--- config.mk ---
export PLATFORM = sky130hd
export DESIGN_NAME = tmr_regs
export DESIGN_NICKNAME = d
export VERILOG_FILES = /design/src/rtl/tmr_pkg.sv /design/src/rtl/tmr_regs.sv /design/src/rtl/tmr_sync2.sv
export SDC_FILE = /design/constraint.sdc
export NUM_CORES = 1
export LEC_CHECK = 0
export BUFFER_PORTS_ARGS = -buffer_cell sky130_fd_sc_hd__buf_2
export CAP_MARGIN = 20
export CORE_ASPECT_RATIO = 0.5
export CORE_MARGIN = 1.5
export CORE_UTILIZATION = 53
export CTS_CLUSTER_SIZE = 12
export DETAILED_ROUTE_END_ITERATION = 10
export GPL_TIMING_DRIVEN = 0
export PLACE_DENSITY_LB_ADDON = 0.25
export SYNTH_ARGS = -nofsm -noshare
export SYNTH_HDL_FRONTEND = slang
export SYNTH_SLANG_ARGS = --single-unit
--- constraint.sdc ---
create_clock -name clk_sys -period 3.5 [get_ports clk_sys]
set_input_delay 0.175 -clock clk_sys [delete_from_list [all_inputs] [get_ports clk_sys]]
set_output_delay 0.175 -clock clk_sys [all_outputs]
set_load 0.01 [all_outputs]
--- src/rtl/tmr_pkg.sv ---
// Package with mode register addresses, fields and codes
package tmr_pkg;
    // Mode register addresses
    localparam logic [5:0] ADDR_TERM_OVR = 6'h16;
    localparam logic [5:0] ADDR_DQS_RUN = 6'h17;
    localparam logic [5:0] ADDR_REFMGMT = 6'h18;
    localparam logic [5:0] ADDR_REPAIR = 6'h19;
    localparam logic [5:0] ADDR_SCALE = 6'h1A;
    // Reset values
    localparam logic [7:0] RST_TERM_OVR = 8'h00;
    localparam logic [7:0] RST_DQS_RUN = 8'h00;
    localparam logic [2:0] RST_MAXMULT = 3'h0;
    // Field positions of the termination override register
    localparam int BYTE_SEL_HI = 7;
    localparam int BYTE_SEL_LO = 6;
    localparam int CA_OFF_BIT = 5;
    localparam int CS_OFF_BIT = 4;
    localparam int CK_OFF_BIT = 3;
    // Byte select codes
    localparam logic [1:0] BSEL_BOTH = 2'h0;
    localparam logic [1:0] BSEL_UPPER = 2'h1;
    localparam logic [1:0] BSEL_LOWER = 2'h2;
    // Termination value code meaning disabled
    localparam logic [2:0] CA_TERM_DISABLED = 3'h0;
    // Refresh management fields
    localparam int RFM_NEED_BIT = 0;
    localparam int THR_LO = 1;
    localparam int THR_HI = 5;
    localparam int MAXM_LO = 4;
    localparam int MAXM_HI = 6;
    // Scaling support bit in the feature register
    localparam int SCALE_SUP_BIT = 6;
    // Stop opcode for the DQS interval timer
    localparam logic [6:0] MPC_STOP_DQS = 7'h4D;
    // Clocks per run-time step, and largest auto-stop code
    localparam logic [7:0] DQS_STEP_CLKS = 8'h10;
    localparam logic [7:0] DQS_MAX_CODE = 8'h04;
endpackage

--- src/rtl/tmr_regs.sv ---
// Termination override, DQS timer run time and info mode registers
`timescale 1ns/1ns
// Function
// - Byte select 00 both, 01 upper only, 10 lower only, when CA value on.
// - Set bits 5,4,3 leave CA, CS, CK unterminated, each on its own.
// - Strap pad is ignored; only the two registers and the CA value control termination.
// - Two override copies; write-select copy accessed, active copy operates.
// - Run time zero: timer runs until the stop command; zero is default.
// - Codes 1..4 stop the timer after 16, 32, 48, 64 clocks.
// - Stop opcode halts the timer when run time is zero.
// - Refresh register: need bit 0, threshold 5:1, max multiplier code.
// - Repair register read-only, one available-bit per bank 0..7.
// - Scaling level bits 1:0, meaningful only when feature bit 6 set.
module tmr_regs #(
    parameter logic [7:0] REPAIR_FLAGS = 8'hFF, // Factory repair resources
    parameter logic [1:0] SCALE_LEVEL = 2'h0, // Factory scaling level
    parameter logic [4:0] INIT_THR_CODE = 5'h01, // Factory threshold code
    parameter logic SCALE_SUPPORT = 1'b1 // Mirrors feature bit 6
) (
    input wire logic clk_sys, // System clock
    input wire logic srst, // Synchronous reset
    input wire logic mrw_valid, // Mode register write strobe
    input wire logic [5:0] mrw_addr, // Write address
    input wire logic [7:0] mrw_data, // Write operand
    input wire logic mrr_valid, // Mode register read strobe
    input wire logic [5:0] mrr_addr, // Read address
    output logic [7:0] mrr_data, // Read operand
    output logic mrr_ack, // Read data valid pulse
    input wire logic setpoint_write_select, // Copy accessed by MRW/MRR
    input wire logic setpoint_op_select, // Copy that operates
    input wire logic [2:0] ca_termination_value, // CA termination value code
    input wire logic termination_strap_pad, // Strap pin, ignored
    input wire logic refresh_need, // Refresh management needed
    input wire logic mpc_valid, // Multipurpose command strobe
    input wire logic [6:0] mpc_opcode, // Multipurpose command opcode
    input wire logic dqs_timer_start, // Timer start event
    output logic dqs_timer_running, // DQS interval timer active
    output logic [1:0] ca_term_en, // CA termination {upper, lower}
    output logic [1:0] cs_term_en, // CS termination {upper, lower}
    output logic [1:0] ck_term_en, // CK termination {upper, lower}
    output logic [2:0] max_act_mult // Max threshold multiplier code
);
    logic [7:0] ovr_q [2];
    logic [7:0] dqs_run_q;
    logic [2:0] maxm_q;
    logic [7:0] cnt_q;
    logic [7:0] act_q;
    logic [7:0] lim;
    logic [1:0] bsel;
    logic [1:0] bytes_on;
    logic ca_on;
    logic need_s;
    logic scale_ok;

    // Strap pad is brought in but deliberately never used
    tmr_sync2 #(.WIDTH(1)) u_sync (
        .clk_sys(clk_sys),
        .srst(srst),
        .d(refresh_need),
        .q(need_s)
    );

    // Write side: override copy picked by write select
    always_ff @(posedge clk_sys)
    begin
        if (srst)
        begin
            ovr_q[0] <= tmr_pkg::RST_TERM_OVR;
            ovr_q[1] <= tmr_pkg::RST_TERM_OVR;
            dqs_run_q <= tmr_pkg::RST_DQS_RUN;
            maxm_q <= tmr_pkg::RST_MAXMULT;
        end
        else if (mrw_valid)
        begin
            case (mrw_addr)
                tmr_pkg::ADDR_TERM_OVR:
                    ovr_q[setpoint_write_select] <= mrw_data;
                tmr_pkg::ADDR_DQS_RUN:
                    dqs_run_q <= mrw_data;
                tmr_pkg::ADDR_REFMGMT:
                    maxm_q <= mrw_data[tmr_pkg::MAXM_HI:tmr_pkg::MAXM_LO];
                default:
                    ;
            endcase
        end
    end

    // Decode active copy; strap pad never enters this path
    assign bsel = ovr_q[setpoint_op_select][tmr_pkg::BYTE_SEL_HI:
                                            tmr_pkg::BYTE_SEL_LO];
    assign ca_on = (ca_termination_value != tmr_pkg::CA_TERM_DISABLED);
    always_comb
    begin
        // Bit 1 upper byte, bit 0 lower byte
        case (bsel)
            tmr_pkg::BSEL_BOTH: bytes_on = 2'h3;
            tmr_pkg::BSEL_UPPER: bytes_on = 2'h2;
            tmr_pkg::BSEL_LOWER: bytes_on = 2'h1;
            default: bytes_on = 2'h0;
        endcase
        if (!ca_on)
            bytes_on = 2'h0;
    end

    // Outputs are registered; each pin class has its own off bit
    always_ff @(posedge clk_sys)
    begin
        if (srst)
        begin
            ca_term_en <= 2'h0;
            cs_term_en <= 2'h0;
            ck_term_en <= 2'h0;
        end
        else
        begin
            ca_term_en <= ovr_q[setpoint_op_select][tmr_pkg::CA_OFF_BIT]
                          ? 2'h0 : bytes_on;
            cs_term_en <= ovr_q[setpoint_op_select][tmr_pkg::CS_OFF_BIT]
                          ? 2'h0 : bytes_on;
            ck_term_en <= ovr_q[setpoint_op_select][tmr_pkg::CK_OFF_BIT]
                          ? 2'h0 : bytes_on;
        end
    end

    // Auto-stop limit; codes above 4 behave as free-running
    assign lim = (dqs_run_q != 8'h00 && dqs_run_q <= tmr_pkg::DQS_MAX_CODE)
                 ? 8'(dqs_run_q * tmr_pkg::DQS_STEP_CLKS) : 8'h00;

    // DQS interval timer; start wins over any stop in the same cycle
    always_ff @(posedge clk_sys)
    begin
        if (srst)
        begin
            dqs_timer_running <= 1'b0;
            cnt_q <= 8'h00;
        end
        else if (dqs_timer_start)
        begin
            dqs_timer_running <= 1'b1;
            cnt_q <= 8'h01;
        end
        else if (dqs_timer_running)
        begin
            cnt_q <= 8'(cnt_q + 8'h01);
            if (lim != 8'h00 && cnt_q == lim)
                dqs_timer_running <= 1'b0;
            else if (lim == 8'h00 && mpc_valid &&
                     mpc_opcode == tmr_pkg::MPC_STOP_DQS)
                dqs_timer_running <= 1'b0;
        end
    end

    assign max_act_mult = maxm_q;
    assign scale_ok = SCALE_SUPPORT;

    // Read side: one-cycle latency, write-only addresses read zero
    always_ff @(posedge clk_sys)
    begin
        if (srst)
        begin
            mrr_data <= 8'h00;
            mrr_ack <= 1'b0;
        end
        else
        begin
            mrr_ack <= mrr_valid;
            if (mrr_valid)
            begin
                case (mrr_addr)
                    tmr_pkg::ADDR_TERM_OVR:
                        mrr_data <= ovr_q[setpoint_write_select];
                    // Multiplier field is write-only, so 7:6 read zero
                    tmr_pkg::ADDR_REFMGMT:
                        mrr_data <= {2'h0, INIT_THR_CODE,
                                     need_s};
                    tmr_pkg::ADDR_REPAIR:
                        mrr_data <= REPAIR_FLAGS;
                    tmr_pkg::ADDR_SCALE:
                        mrr_data <= scale_ok ? {6'h00, SCALE_LEVEL}
                                             : 8'h00;
                    default:
                        mrr_data <= 8'h00;
                endcase
            end
        end
    end

    // Stop must halt a free-running timer next cycle
    property p_stop_halts;
        @(posedge clk_sys) disable iff (srst)
        (dqs_timer_running && !dqs_timer_start && mpc_valid &&
         mpc_opcode == tmr_pkg::MPC_STOP_DQS && dqs_run_q == 8'h00)
        |=> !dqs_timer_running;
    endproperty
    a_stop_halts: assert property (p_stop_halts)
        else $error("timer not stopped by stop command");

    // Cycles since the last start; a write may move the code, so it clears
    logic [4:0] since_q;
    always_ff @(posedge clk_sys)
    begin
        if (srst || mrw_valid)
            since_q <= 5'h00;
        else if (dqs_timer_start)
            since_q <= 5'h01;
        else if (since_q != 5'h00 && since_q != 5'h1F)
            since_q <= 5'(since_q + 5'h01);
    end

    // Code 1 timer still runs at clock 16 after start, stopped after it
    property p_auto16;
        @(posedge clk_sys) disable iff (srst)
        (since_q == 5'h10 && dqs_run_q == 8'h01 && !dqs_timer_start)
        |-> dqs_timer_running ##1 !dqs_timer_running;
    endproperty
    a_auto16: assert property (p_auto16)
        else $error("auto stop not at 16 clocks");

    // Run time zero keeps the timer alive without a stop command
    property p_free_run;
        @(posedge clk_sys) disable iff (srst)
        (dqs_timer_running && dqs_run_q == 8'h00 &&
         !(mpc_valid && mpc_opcode == tmr_pkg::MPC_STOP_DQS))
        |=> dqs_timer_running;
    endproperty
    a_free_run: assert property (p_free_run)
        else $error("free running timer stopped");

    // Upper-only select never terminates the lower byte of CA or CK
    property p_upper_only;
        @(posedge clk_sys) disable iff (srst)
        (bsel == tmr_pkg::BSEL_UPPER) |=> !ca_term_en[0] && !ck_term_en[0];
    endproperty
    a_upper_only: assert property (p_upper_only)
        else $error("lower byte terminated in upper mode");

    // Clear off bit with both bytes selected terminates CS on both
    property p_cs_both;
        @(posedge clk_sys) disable iff (srst)
        (ca_on && bsel == tmr_pkg::BSEL_BOTH &&
         !ovr_q[setpoint_op_select][tmr_pkg::CS_OFF_BIT] &&
         $stable(setpoint_op_select)) |=> (cs_term_en == 2'h3);
    endproperty
    a_cs_both: assert property (p_cs_both)
        else $error("CS not terminated on both bytes");

    // Disabled CA value gives no termination at all
    property p_ca_off;
        @(posedge clk_sys) disable iff (srst)
        !ca_on |=> (ca_term_en | cs_term_en | ck_term_en) == 2'h0;
    endproperty
    a_ca_off: assert property (p_ca_off)
        else $error("termination with CA value disabled");

    // Read of the override returns the write-selected copy
    property p_rd_copy;
        @(posedge clk_sys) disable iff (srst)
        (mrr_valid && mrr_addr == tmr_pkg::ADDR_TERM_OVR && !mrw_valid)
        |=> mrr_ack && mrr_data == $past(ovr_q[setpoint_write_select]);
    endproperty
    a_rd_copy: assert property (p_rd_copy)
        else $error("override read from wrong copy");

    // Repair flags read back unchanged
    property p_repair;
        @(posedge clk_sys) disable iff (srst)
        (mrr_valid && mrr_addr == tmr_pkg::ADDR_REPAIR)
        |=> mrr_data == REPAIR_FLAGS;
    endproperty
    a_repair: assert property (p_repair)
        else $error("repair flags misread");
endmodule

--- src/rtl/tmr_sync2.sv ---
// Two-flop synchroniser for pin-level inputs
`timescale 1ns/1ns
module tmr_sync2 #(
    parameter int WIDTH = 1
) (
    input wire logic clk_sys, // System clock
    input wire logic srst, // Synchronous reset
    input wire logic [WIDTH-1:0] d, // Asynchronous input
    output logic [WIDTH-1:0] q // Synchronised output
);
    logic [WIDTH-1:0] meta_q;

    // First stage feeds only the second stage
    always_ff @(posedge clk_sys)
    begin
        if (srst)
        begin
            meta_q <= '0;
            q <= '0;
        end
        else
        begin
            meta_q <= d;
            q <= meta_q;
        end
    end
endmodule

==> summary by stage <==
Outcome
The flow ran to the end, and the final reports show no timing, DRC or antenna violations.

Timing
The worst-case hold slack is 75.7 ps. Setup repair after global routing left no endpoint under its margin. The number of pins exceeding their max-slew limit in the final report is 0. The number of failing setup endpoints in the final timing report is 0. Between clock sinks in the finished design, the worst skew comes to 7.91 ps.

The setup total negative slack is 0 ps. The final count of hold timing violations is 0. Subtracting the final worst setup slack from the clock period gives 1460 ps. In this run the tightest slew margin relative to its limit is 0.663. For this run, the top clock speed supported by timing is 684 MHz. The actual slew at the worst max-slew pin is 506 ps. The portion of the clock cycle consumed by the worst path in the final layout is 0.417.

Critical path
The category of the worst setup path launch point is an input port. Data arrives at the worst endpoint at 1440 ps. On the worst path, the slowest cell contributes a delay of 390 ps. The critical path is of the in2reg type. STA puts the critical path data required time at 3480 ps. The maximum fanout along the worst path is 9.

The standard cell with the maximum stage delay on the critical path is nor4b_4. The cell family with the largest share of critical-path delay is simple AND/OR/NAND/NOR gates. The number of buffers and inverters on the critical path is 1.

Traced cell by cell, the critical path runs through buf_2 > and3b_1 > nand3_2 > nor4b_4 > or2_1. STA classifies the critical path endpoint as a flip-flop.

Clock tree
The clock reaches the later pin of the worst-skew pair after 300 ps. The maximum number of buffers from clock root to sink is 2. CTS saw 53 sinks. Clock-pin slew was measured on the worst setup and hold paths at 100 ps. Clock tree synthesis inserted a total of 5 buffers. The CTS tree is done. In this run the post-CTS setup repair buffer count came out at 0. The level count of the clock H-tree is 2. The number of resized instances in the post-cts repair step is 0.

The post-cts hold buffer count is 0. The cell chosen for the clock root is clkbuf_8.

Synthesis
The average instance area after synthesis is 10.9 um2. The number of nets produced by synthesis is 255. By instance count, the leading cell after synthesis is dfxtp_1.

The unique cell type count in the Yosys netlist is 40. Of all flip-flops after synthesis, the portion carrying an async set or reset was 0. In the synthesized netlist, the cells that appear most often are dfxtp_1, nor2_1, and2_1, edfxtp_1, mux2i_1.

The Yosys step of the flow raised 0 warnings. The post-synthesis instance total is 213. For this run, the register share of the synthesized area comes to 0.528. The main flop type after synthesis is dfxtp_1. The share of synthesized area in the top cell type comes to 0.320. After synthesis, the cell types taking the most area are dfxtp_1, edfxtp_1, mux2i_1, nor2_1, and2_1. The most area-hungry cell type in the Yosys netlist is dfxtp_1. The post-synthesis instance area is 0.00231 mm2. In this run, synthesis inferred 16 flip-flops with an integrated enable. After synthesis the netlist holds a flip-flop and latch count of 53.

GRT
Entering global routing, the biggest net connects 17 pins. The global-route congestion overflow total is 0. The first global-routing pass estimated 6.93 mm of wire.

The via count of the first global-routing pass is 1576. The number of antenna violations at the first check in global routing is 0. In the global route stage, overall resource usage came out at 0.191.

Cells and area
The final cell utilization of the core is 0.685. The share of post-route cells with drive strength above 1 is 0.293. The net count reported at finish is 317. The number of antenna diodes in the final layout is 0. Relative to the synthesized area, the layout overhead comes to 19.6%.

Die
The cell row count is 16. The width of the chip is 96.5 um. The area of the core is 0.00404 mm2. The total I/O pin count is 59.

The initial utilization of the core area, before any placement, comes to 0.572. The floorplan step defined a die boundary enclosing 0.00480 mm2. From bottom edge to top edge, the die measures 49.7 um.

Run
The number of violations of the max-capacitance limit is 0.

Power and ir drop
The analysis attributes to cell leakage a power of 1.21 nW. Across the VDD grid, the largest voltage drop is 0.199 mV. Dividing total power by cell area gives a power density of 431 mW/mm2.

Routing
After detailed routing, the number of remaining DRC violations is 0. The wire length per cell after detailed routing is 13.0 um. Once detail routing completed, the nets flagged for antenna violations numbered 0.

The detailed router finished its first iteration with 40 violations. The first-pass iteration count of the detailed router is 4. After detailed routing, the total wire length is 4.29 mm. The total vias in the final route is 1664. The via count normalized by instance count is 5.04.

Placed design
During placement, the flow inserted port buffers numbering 55. The half-perimeter wire length after detailed placement is 3.17 mm. At the end of routability-driven placement, the weighted congestion stood at 0.764.

Hold path
The worst hold path belongs to the class in2reg.
-- registers in the layout, indices dropped and copies added (netlist names), 2 cells and up --
signal and flops:
max_act_mult 3, dqs_run_q 8, cs_term_en 2, mrr_data 8, ck_term_en 2, cnt_q 8, ovr_q 16, ca_term_en 2
-- worst reg2reg max path: cells and delay by family, from the launching register on --
| family | cells | cell delay, ps |
|---|---|---|
| AND/OR/NAND/NOR | 2 | 840 |
| flip-flops | 1 | 320 |
| AO/OA/AOI/OAI | 1 | 160 |
-- final cells by class --
type / count / area (um2)
Timing Repair Buffer: 55 / 275
Multi-Input combinational cell: 149 / 1050
Sequential cell: 53 / 1220
Clock buffer: 6 / 72.6
Buffer: 8 / 32.5
Tap cell: 54 / 67.6
Fill cell: 292 / 1270
Clock inverter: 2 / 38.8
Inverter: 3 / 11.3
-- metal layers --
layer  part of all wire  track usage
met5                  0            0
met4             0.0061       0.0507
met3              0.047       0.0664
met2               0.46        0.314
met1               0.49        0.238
-- power by group --
group / internal, mW / total (mW) / switching (mW)
logic: 0.0526 / 0.112 / 0.0592
registers: 0.654 / 0.664 / 0.0100
clock network: 0.215 / 0.416 / 0.201
total: 0.922 / 1.19 / 0.271
-- metrics by stage --
stage	std cells	power [mW]	cell area (um2)	setup WS, ps
global route	330	1.24	2770	1940
floorplan	213	0.740	2310	1990
detailed placement	322	0.790	2660	1700
finish	330	1.19	2770	2040
global placement	322	0.786	2660	1760
CTS	330	1.20	2770	2030
-- kinds of logic after synthesis --
kind of cell               count (synthesis)  synth area share
adders and majority gates                  2            0.0108
xor gates and xnor gates                   8            0.0303
buffers and inverters                     11            0.0189
and+or+nand+nor                           95             0.249
muxes                                     22            0.0995
AOI/OAI and AO/OA                         22            0.0643
DFF                                       53             0.528
-- worst paths after layout --
kind | start | end | slack, ps | cells after the start
min | refresh_need | u_sync.meta_q | 80 | 2
max | mrw_addr[5] | ovr_q[1][4] | 2040 | 5
min reg2reg | u_sync.meta_q | u_sync.q | 460 | 1
max reg2reg | dqs_run_q[4] | dqs_timer_running | 2060 | 3
-- cell usage in the layout, fill, tap and decap left out, types with 2 or more instances in the layout --
cell / n
nor4b_1: 2
nor2b_1: 8
clkbuf_8: 5
a211o_1: 3
mux2i_1: 14
dfxtp_1: 37
inv_1: 3
and2_1: 16
nand4bb_1: 2
ha_1: 2
or2_2: 2
nand2_1: 13
nor2_1: 31
or3_1: 3
mux2_2: 8
buf_2: 57
o21ai_0: 5
edfxtp_1: 16
nand4_1: 4
nor4b_4: 2
clkbuf_1: 6
a211oi_1: 7
a21oi_1: 4
xnor2_1: 4
xor2_1: 4
No activity file was read; power rests on OpenSTA's default activity.
